`config.mk`:
```
export PLATFORM = sky130hd
export DESIGN_NAME = dmh_handshake
export DESIGN_NICKNAME = d
export VERILOG_FILES = /design/src/dmh_pkg.sv /design/src/dmh_handshake.sv /design/src/dmh_trigger_filter.sv
export VERILOG_INCLUDE_DIRS = /design/src /design/src/src
export SDC_FILE = /design/constraint.sdc
export NUM_CORES = 1
export LEC_CHECK = 0
export ABC_AREA = 0
export BUFFER_PORTS_ARGS = -buffer_cell sky130_fd_sc_hd__buf_2
export CORE_AREA = 2 2 51 57
export DETAILED_ROUTE_END_ITERATION = 12
export DIE_AREA = 0 0 53 59
export PLACE_DENSITY = 0.74
export SLEW_MARGIN = 10
export SYNTH_ARGS = -nofsm -noshare
export SYNTH_HDL_FRONTEND = slang
export SYNTH_SLANG_ARGS = --single-unit
```
`constraint.sdc`:
```
create_clock -name core_clk -period 1.6 [get_ports core_clk]
set_input_delay 0 -clock core_clk [delete_from_list [all_inputs] [get_ports core_clk]]
set_output_delay 0 -clock core_clk [all_outputs]
set_load 0.02 [all_outputs]
```
`src/dmh_regs.svh`:
```
`ifndef DMH_REGS_SVH
`define DMH_REGS_SVH

`define DMH_STALL_LIMIT      3'h4
`define DMH_DEBOUNCE_NS      100000
`define DMH_CLK_NS           25
`define DMH_DEBOUNCE_CYC     ((`DMH_DEBOUNCE_NS + `DMH_CLK_NS - 1) / `DMH_CLK_NS)
`define DMH_DEB_W            16
`define DMH_FAULT_RST        1'b0

`endif

```
`src/dmh_pkg.sv`:
```
package dmh_pkg;
    typedef enum logic [1:0] {
        READY_IDLE_OK,
        READY_IDLE_LOADED,
        READY_IDLE_ONLY
    } dmh_ready_def_e;

    typedef enum logic {
        MODE_DISPENSE,
        MODE_PRIME
    } dmh_op_mode_e;

    typedef enum logic [1:0] {
        ST_IDLE,
        ST_RUN,
        ST_WAIT_DONE
    } dmh_state_e;

    typedef struct packed {
        logic motorStall;
        logic encoderStall;
        logic valveToA;
        logic rotaryHomeSeen;
        logic loadActive;
        logic linearHomeSeen;
    } dmh_sense_s;

    typedef struct packed {
        logic [1:0] chanEnable;
        logic [1:0] chanNeedLoad;
        logic [1:0] chanLoading;
    } dmh_load_s;
endpackage

```
`src/dmh_handshake.sv`:
```
// Operation
// - start only on trigger rising edge while not faulted
// - ignore trigger changes until the running operation completes
// - accepted trigger runs selected mode, dispense or prime
// - ready asserted exactly when idle and unfaulted, and under the loaded definition only when no load is needed
// - ready held low through any operation and while faulted
// - host-selected definition of ready drives the ready output
// - fault output active low, high while fault-free
// - fault raised only on the fourth stall within one operation
// - load-required high while any enabled channel needs or runs load
// - load-required low when no enabled channel needs or runs load
// - with encoder, any encoder stall counts immediately
// - without encoder, rotary fault only if valving to A unanswered
// - without encoder, linear home fault only during load
// - outputs conduct for true, fault output inverted
// - contact variant reads closed contact as trigger true
`timescale 1ns/1ps
`default_nettype none
`include "dmh_regs.svh"

module dmh_handshake (
    input  wire logic                    core_clk,
    input  wire logic                    rst,
    input  wire logic                    start_request_pin,
    input  wire logic                    contactVariant,
    input  wire logic                    contactClosed,
    input  wire dmh_pkg::dmh_op_mode_e   opModeSel,
    input  wire dmh_pkg::dmh_ready_def_e readyDef,
    input  wire logic                    encoderFitted,
    input  wire dmh_pkg::dmh_sense_s     sense,
    input  wire dmh_pkg::dmh_load_s      loadStat,
    input  wire logic                    opDone,
    input  wire logic                    operatorReset,
    output var  logic                    opStart,
    output var  dmh_pkg::dmh_op_mode_e   opMode,
    output var  logic                    readyOut,
    output var  logic                    faultOut_n,
    output var  logic                    loadRequiredOut,
    output var  logic                    busy
);
    typedef struct packed {
        dmh_pkg::dmh_state_e   state;
        dmh_pkg::dmh_op_mode_e mode;
        logic [2:0]            stalls;
        logic                  faulted;
        logic                  start;
        logic                  ready;
        logic                  faultN;
        logic                  loadReq;
        logic                  busy;
    } dmh_hs_s;

    localparam logic [2:0] STALL_LIMIT = `DMH_STALL_LIMIT;

    dmh_hs_s st;
    dmh_hs_s next_st;
    logic    trigLevel;
    logic    trigRise;
    logic    stallHit;
    logic    anyLoad;

    function automatic logic readyFor(input dmh_pkg::dmh_ready_def_e def,
                                      input logic idle,
                                      input logic flt,
                                      input logic needLoad);
        case (def)
            dmh_pkg::READY_IDLE_OK:     readyFor = idle && !flt;
            dmh_pkg::READY_IDLE_LOADED: readyFor = idle && !flt && !needLoad;
            dmh_pkg::READY_IDLE_ONLY:   readyFor = idle && !flt;
            default:                    readyFor = idle && !flt;
        endcase
    endfunction

    assign trigLevel = contactVariant ? contactClosed : start_request_pin;

    dmh_trigger_filter u_filter (
        .core_clk  (core_clk),
        .rst       (rst),
        .rawIn     (trigLevel),
        .risePulse (trigRise)
    );

    always_comb begin
        if (encoderFitted) begin
            stallHit = sense.motorStall || sense.encoderStall;
        end else begin
            stallHit = (sense.valveToA && !sense.rotaryHomeSeen)
                     || (sense.loadActive && !sense.linearHomeSeen);
        end
    end

    assign anyLoad = |(loadStat.chanEnable & (loadStat.chanNeedLoad | loadStat.chanLoading));

    always_comb begin
        next_st       = st;
        next_st.start = 1'b0;
        case (st.state)
            dmh_pkg::ST_IDLE: begin
                if (trigRise && !st.faulted) begin
                    next_st.state  = dmh_pkg::ST_RUN;
                    next_st.mode   = opModeSel;
                    next_st.start  = 1'b1;
                    next_st.stalls = '0;
                end
            end
            dmh_pkg::ST_RUN: begin
                if (stallHit && st.stalls < STALL_LIMIT) begin
                    next_st.stalls = st.stalls + 1'b1;
                end
                if (stallHit && st.stalls == STALL_LIMIT - 1'b1) begin
                    next_st.faulted = 1'b1;
                end
                if (opDone) begin
                    next_st.state = dmh_pkg::ST_WAIT_DONE;
                end
            end
            dmh_pkg::ST_WAIT_DONE: begin
                next_st.state = dmh_pkg::ST_IDLE;
            end
            default: begin
                next_st.state = dmh_pkg::ST_IDLE;
            end
        endcase
        // operator reset is ignored mid-run, so a stall in that cycle keeps the fault
        if (operatorReset && st.state != dmh_pkg::ST_RUN) begin
            next_st.faulted = 1'b0;
        end
        next_st.ready   = readyFor(readyDef, next_st.state == dmh_pkg::ST_IDLE,
                                   next_st.faulted, anyLoad);
        next_st.faultN  = !next_st.faulted;
        next_st.loadReq = anyLoad;
        next_st.busy    = next_st.state != dmh_pkg::ST_IDLE;
    end

    always_ff @(posedge core_clk) begin
        if (rst) begin
            st        <= '0;
            st.faultN <= !`DMH_FAULT_RST;
        end else begin
            st <= next_st;
        end
    end

    assign opStart         = st.start;
    assign opMode          = st.mode;
    assign readyOut        = st.ready;
    assign faultOut_n      = st.faultN;
    assign loadRequiredOut = st.loadReq;
    assign busy            = st.busy;
endmodule

`default_nettype wire

```
`src/dmh_trigger_filter.sv`:
```
`timescale 1ns/1ps
`default_nettype none
`include "dmh_regs.svh"

module dmh_trigger_filter (
    input  wire logic core_clk,
    input  wire logic rst,
    input  wire logic rawIn,
    output var  logic risePulse
);
    typedef struct packed {
        logic                  sync1;
        logic                  sync2;
        logic                  stable;
        logic [`DMH_DEB_W-1:0] count;
        logic                  rise;
    } dmh_filt_s;

    localparam logic [`DMH_DEB_W-1:0] DEB_CYC = `DMH_DEB_W'(`DMH_DEBOUNCE_CYC);

    dmh_filt_s st;
    dmh_filt_s next_st;

    always_comb begin
        next_st       = st;
        next_st.sync1 = rawIn;
        next_st.sync2 = st.sync1;
        next_st.rise  = 1'b0;
        if (st.sync2 == st.stable) begin
            next_st.count = '0;
        end else if (st.count >= DEB_CYC - 1'b1) begin
            next_st.count  = '0;
            next_st.stable = st.sync2;
            next_st.rise   = st.sync2;
        end else begin
            next_st.count = st.count + 1'b1;
        end
    end

    always_ff @(posedge core_clk) begin
        if (rst) begin
            st <= '0;
        end else begin
            st <= next_st;
        end
    end

    assign risePulse = st.rise;
endmodule

`default_nettype wire

```
==> run summary, run 1 <==
### Status
• completed — result of the run

### Global routing
• 0 — grt total ovfl
• 0.188 — GRT Resource Usage Total
• 4.21 mm — global-route wire length before repair
• 1048 — via count of the first global-routing pass
• 16 — largest net degree at the start of global routing
• 0 — initial antenna violation count

### Clock network
• 0 — number of setup buffers added after CTS
• clkbuf_4 — Root Driver
• built — CTS tree
• 0.09 ns — register clock-pin slew on the reported worst setup and hold paths
• 0.33 ns — clock latency of the later-clocked register in the worst-skew pair
• 32 — CTS sink cnt
• 2 — H-Tree Level Count
• 2 — deepest clock path buffer count
• 5 — clock buffers created by TritonCTS

### Worst setup path
• flip-flop — CP endpoint kind
• 5 — highest fanout seen on the critical path
• reg2reg — Crit Path Category
• 1.71 ns — Data arrival, critical path
• flip-flop — critical path startpoint category
• 1.84 ns — required time at the endpoint of the critical path

### Placement
• 28 — quantity of I/O buffers inserted on ports
• 0.0975 ns — worst setup slack before clock tree synthesis
• 0.714 — final estimated routing congestion in global placement
• 1.71 mm — placed wire-length estimate

### Logic synthesis
• 1250 sq um — post-synthesis cell area
• 0.511 — post-synth top area share
• 9.71 sq um — average size of a mapped cell
• 0.511 — sequential share of the synthesized area
• 0 — yosys synthesis warning count
• dfxtp_1 (51%), nor2_1 (6.0%), xnor2_1 (4.2%) — leading cell types by total area after synthesis
• dfxtp_1 — Synth Flop Type
• 0 — number of enable flip-flop cells after synthesis
• 129 — cell count after synthesis
• 32 — total of flip-flops plus latches after synthesis
• dfxtp_1 — largest area contributor in the synthesized netlist
• 37 — count of distinct cell types in the synthesized netlist
• 0 — share of async-settable or async-resettable flops after synthesis

### Layout
• 200 — final-stage net count
• 0.270 — share of final-layout standard cells stronger than drive strength 1
• 0 — count of inserted antenna diode cells
• 27.1% — synthesis-to-finish area growth

### Floorplanning
• 53 microns — DIE WIDTH
• 3130 sq um — total die area
• 19 — number of cell rows
• 29 — Ports
• 2500 sq um — floorplan core area
• 0.502 — Initial Util
• 59 microns — height of the chip

### Drt
• 0 — total DRC errors in the routed layout
• 4 — count of TritonRoute iterations in the first routing pass
• 0 — Post-DRT Antenna Nets
• 5.07 — number of vias per cell after detailed routing
• 27 — initial detailed-routing violation count
• 1040 — via total after detailed routing
• 12.0 microns — average routed wire per standard cell
• 2.47 mm — wire length after detailed routing

### Pwr
• 890 nW/um^2 — total power divided by cell area
• 1.12 mW — design internal power
• 0.213 — net switching fraction of the power
• 0.354 — Clock Power Share
• 0.000842 V — Max rail drop VDD
• 0.301 mW — NetSw
• 0.069 — share of total power in combinational logic
• 0.578 — part of the power in registers
• 0.653 nW — static power due to leakage

### STA
• 0 — count of final hold-check violations
• 681 MHz — Max Freq
• no — RSZ-0062 raised after global routing
• 1.47 ns — final period demand of the worst path
• 0.131 ns — final critical-path setup slack
• 0 ns — sum of negative setup slack
• 0 — number of endpoints failing setup at the final stage
• 0.918 — Final period util
• 0.00533 ns — post-route worst hold slack
• 0.520 ns — Slew @ Worst Pin
• 0.653 — Max-Slew Margin vs Limit
• 0.0126 ns — final setup skew
• 0 — Max Slew Vio Count

### Flow run
• 0 — Max Cap Violations

### Min path
• in2reg — Min-Delay Path Class

-- path summary, 6_finish.rpt --
path / from / to / slack (ns) / cells after the start
worst max-delay path: u_filter.st[1] / u_filter.risePulse / 0.13 / 5
worst min-delay path: rst / opStart / 0.005 / 2
worst max register to register: u_filter.st[1] / u_filter.risePulse / 0.13 / 5
worst min register to register: u_filter.next_st[18] / u_filter.st[18] / 0.45 / 1
-- layout by cell type, fill, tap and decap left out, drive strengths merged, types with 2 or more instances in the layout --
cell type     n
inv           3
and3          3
dfxtp        32
nor2b         4
clkbuf        7
nand2        10
o21ai         2
nand3b        2
xor2          5
conb          4
nor2         20
buf          30
nand3         4
dlygate4sd3   8
o2111ai       2
xnor2         6
or3           2
ha            3
nor3          2
a21oi         4
mux2i         3
or2           2
nand4         3
-- synth_stat cells (2+ instances only) --
master     number
dfxtp_1        32
xor2_1          5
nand3b_1        2
or3_1           2
inv_1           3
nand4_1         3
or2_2           2
o21ai_0         2
and3_1          2
nand2_1        10
mux2i_1         3
nor2_1         20
nand3_1         4
o2111ai_1       2
ha_1            3
nor2b_1         4
xnor2_1         6
nor3_1          2
a21oi_1         4
-- cell families after synthesis --
| kind of cell | after synthesis | synth area share |
|---|---|---|
| adders and majority gates | 3 | 0.0300 |
| AOI/OAI and AO/OA | 13 | 0.0809 |
| and+or+nand+nor | 60 | 0.249 |
| xor gates and xnor gates | 11 | 0.0769 |
| muxes | 3 | 0.0240 |
| other | 1 | 0.00299 |
| buffers and inverters | 6 | 0.0250 |
| DFF | 32 | 0.511 |
-- final cells by class --
| cell class | count | area, sq um |
|---|---|---|
| tap | 31 | 38.8 |
| sequential | 32 | 643 |
| fill | 224 | 905 |
| multi-input combinational | 94 | 598 |
| inverter | 3 | 11.3 |
| timing repair buffer | 38 | 235 |
| clock buffer | 7 | 65.1 |
-- flip-flops by register name, indices dropped and copies added (netlist names) --
signal	flops
busy	1
faultOut_n	1
loadRequiredOut	1
opMode	1
opStart	1
readyOut	1
st	6
u_filter.next_st	1
u_filter.risePulse	1
u_filter.st	18
-- stage by stage --
stage	area (sq um)	utilization	total power, mW	std cells
2_1_floorplan	1260	-	0.878	132
3_3_place_gp	1440	0.576	0.912	190
3_5_place_dp	1440	0.576	0.916	190
4_1_cts	1580	0.634	1.43	205
5_1_grt	1590	0.638	1.49	205
6_report	1590	0.638	1.42	205
-- repair_timing --
| action | CTS | global route |
|---|---|---|
| resized for setup | 0 | 3 |
| endpoints found under the hold margin | 6 | 0 |
| hold buffers | 8 | 0 |
| setup endpoints to repair | 0 | 7 |
-- layer usage --
layer / share of wire / routed length, microns / track usage
met2: 0.52 / 1280 / 0.329
met4: 0.019 / 48 / 0.0879
met3: 0.053 / 130 / 0.0833
met1: 0.41 / 1010 / 0.187
met5: 0 / 0 / 0
-- critical path: stages (launching register included) --
cell       delay [ns]
dfxtp_2          0.37
ha_1             0.17
and4_2           0.27
o2111ai_2        0.14
and2b_2          0.24
nor3_1           0.19
-- power groups by stage --
stage	registers, mW	logic [mW]	clock network, mW
final	0.818	0.0971	0.501
after global routing	0.821	0.108	0.562
after CTS	0.818	0.0959	0.515
after detailed placement	0.837	0.0793	0
after global placement	0.836	0.0762	0
after floorplan	0.844	0.0341	0
No activity file was read; power rests on OpenSTA's default activity.
==> inputs of run 2 (changes only) <==
Settings changed: CELL_PAD_IN_SITES_DETAIL_PLACEMENT from default to 1, CELL_PAD_IN_SITES_GLOBAL_PLACEMENT from default to 1, CORE_AREA 2 2 51 57 to 2 2 58 65, DIE_AREA 0 0 53 59 to 0 0 60 67, PLACE_DENSITY 0.74 to default, PLACE_DENSITY_LB_ADDON from default to 0.1.
==> run 2 against run 1 <==
Effect of this change: critical path depth up 1; non-clock buffer count rose by 5; first-iteration DRC count decreased by 22%; largest cell class unchanged.
==> run summary, run 2 (synthesized netlist as in run 1, its figures left out) <==
### Clock network
• 5 — clock buffers created by TritonCTS
• 0.33 ns — clock latency of the later-clocked register in the worst-skew pair
• 0.10 ns — register clock-pin slew on the reported worst setup and hold paths
• 32 — CTS sink cnt
• 2 — H-Tree Level Count
• built — CTS tree
• 2 — deepest clock path buffer count
• clkbuf_4 — Root Driver

### Global routing
• 0 — initial antenna violation count
• 16 — largest net degree at the start of global routing
• 4.45 mm — global-route wire length before repair
• 0.152 — GRT Resource Usage Total
• 1086 — via count of the first global-routing pass
• 0 — grt total ovfl

### Floorplanning
• 4020 sq um — total die area
• 3330 sq um — floorplan core area
• 0.376 — Initial Util
• 22 — number of cell rows
• 29 — Ports
• 60 microns — DIE WIDTH
• 67 microns — height of the chip

### STA
• 0 ns — sum of negative setup slack
• 1.46 ns — final period demand of the worst path
• 0 — Max Slew Vio Count
• 0.00717 ns — final setup skew
• 0 — count of final hold-check violations
• no — RSZ-0062 raised after global routing
• 685 MHz — Max Freq
• 0 — number of endpoints failing setup at the final stage
• 0.912 — Final period util
• 0.0164 ns — post-route worst hold slack

### Layout
• 393 — Fill cells
• 33.4% — synthesis-to-finish area growth
• 228 — final cell count without fillers
• 205 — final-stage net count
• 0 — count of inserted antenna diode cells
• 18 — max FFs per register
• 1670 sq um — post-route design area
• u_filter.st — register with the most flip-flops
• 0.278 — share of final-layout standard cells stronger than drive strength 1
• dfxtp_1 — leading cell type in the layout, fill and taps excluded
• dfxtp_1 (30), buf_2 (28), nor2_1 (20) — most frequent cells in the layout
• 598 sq um — area of the multi-input gates
• u_filter.st x18, st x6 — largest registers ranked by flip-flop count
• 643 sq um — area taken by flip-flops and latches

### Pwr
• 0.000595 V — Max rail drop VDD
• 908 nW/um^2 — total power divided by cell area
• 0.680 nW — static power due to leakage

### Drt
• 3 — count of TritonRoute iterations in the first routing pass
• 11.5 microns — average routed wire per standard cell
• 21 — initial detailed-routing violation count
• 2.62 mm — wire length after detailed routing
• 1051 — via total after detailed routing
• 4.61 — number of vias per cell after detailed routing
• 0 — total DRC errors in the routed layout
• 0 — Post-DRT Antenna Nets

### Worst setup path
• 0.14 ns — Register-to-Register Setup Slack
• u_filter.st[11] — Critical Path End
• u_filter.st[11] — worst flop-to-flop path endpoint
• flip-flop — CP endpoint kind
• flip-flop — critical path startpoint category
• 7 — highest fanout seen on the critical path
• 6 — count of cells along the worst register-to-register path
• u_filter.st[1] — CP startpoint
• 1.86 ns — required time at the endpoint of the critical path
• reg2reg — Crit Path Category
• u_filter.st[1] — startpoint of the worst-slack reg-to-reg timing path
• 1.72 ns — Data arrival, critical path

### Placement
• 28 — quantity of I/O buffers inserted on ports
• 1.98 mm — placed wire-length estimate
• 0.751 — final estimated routing congestion in global placement
• 1480 sq um — placed cell area
• 210 — Placed Cells

### Flow run
• 0 — Max Cap Violations

### Status
• completed — result of the run

### Min path
• in2reg — Min-Delay Path Class

==> run 2: timing repair <==
action	4_1_cts	5_1_grt
setup buffers	0	0
endpoints found under the setup margin	0	9
resized for setup	0	4
endpoints found under the hold margin	6	0
hold buffers	10	0
==> run 2: metrics by stage <==
step	power, mW	setup WS [ns]	utilization
final	1.52	0.140	0.502
after global routing	1.59	0.0283	0.502
after CTS	1.54	0.0351	0.498
after detailed placement	0.918	0.0549	0.445
after global placement	0.915	0.145	0.445
after floorplan	0.878	0.159	-
==> run 2: final cells by class <==
type,count,share of cell area
sequential,32,0.385
inverter,3,0.00674
clock inverter,2,0.0210
multi-input combinational,94,0.358
tap,48,0.0360
timing repair buffer,43,0.169
clock buffer,6,0.0247
==> run 2: how the worst min path moves through the flow <==
stage,start,slack [ns],cells past startpoint,endpoint
global route,rst,0.02,2,opMode
detailed placement,start_request_pin,0.25,3,u_filter.next_st[18]
floorplan,rst,0.07,1,u_filter.st[18]
global placement,start_request_pin,0.24,3,u_filter.next_st[18]
finish,operatorReset,0.02,4,st[5]
CTS,rst,0.007,2,u_filter.next_st[18]
==> run 2: critical path: stages, from the launching register on <==
cell	delay, ns
dfxtp_2	0.34
ha_1	0.20
and4_2	0.25
o2111ai_2	0.18
nand3b_1	0.15
buf_6	0.16
nor2_1	0.12
==> run 2: per-layer routing <==
metal  vias up  global-route usage  part of all wire
met5         -                   0                 0
met4         0              0.0750             0.020
met3         5              0.0485             0.044
met2        26               0.257              0.50
met1       483               0.168              0.44
li1        537                   -                 -
==> run 2: where the power goes <==
part           switching, mW  internal [mW]
Combinational         0.0444         0.0572
Clock                  0.270          0.327
Sequential           0.00484          0.813
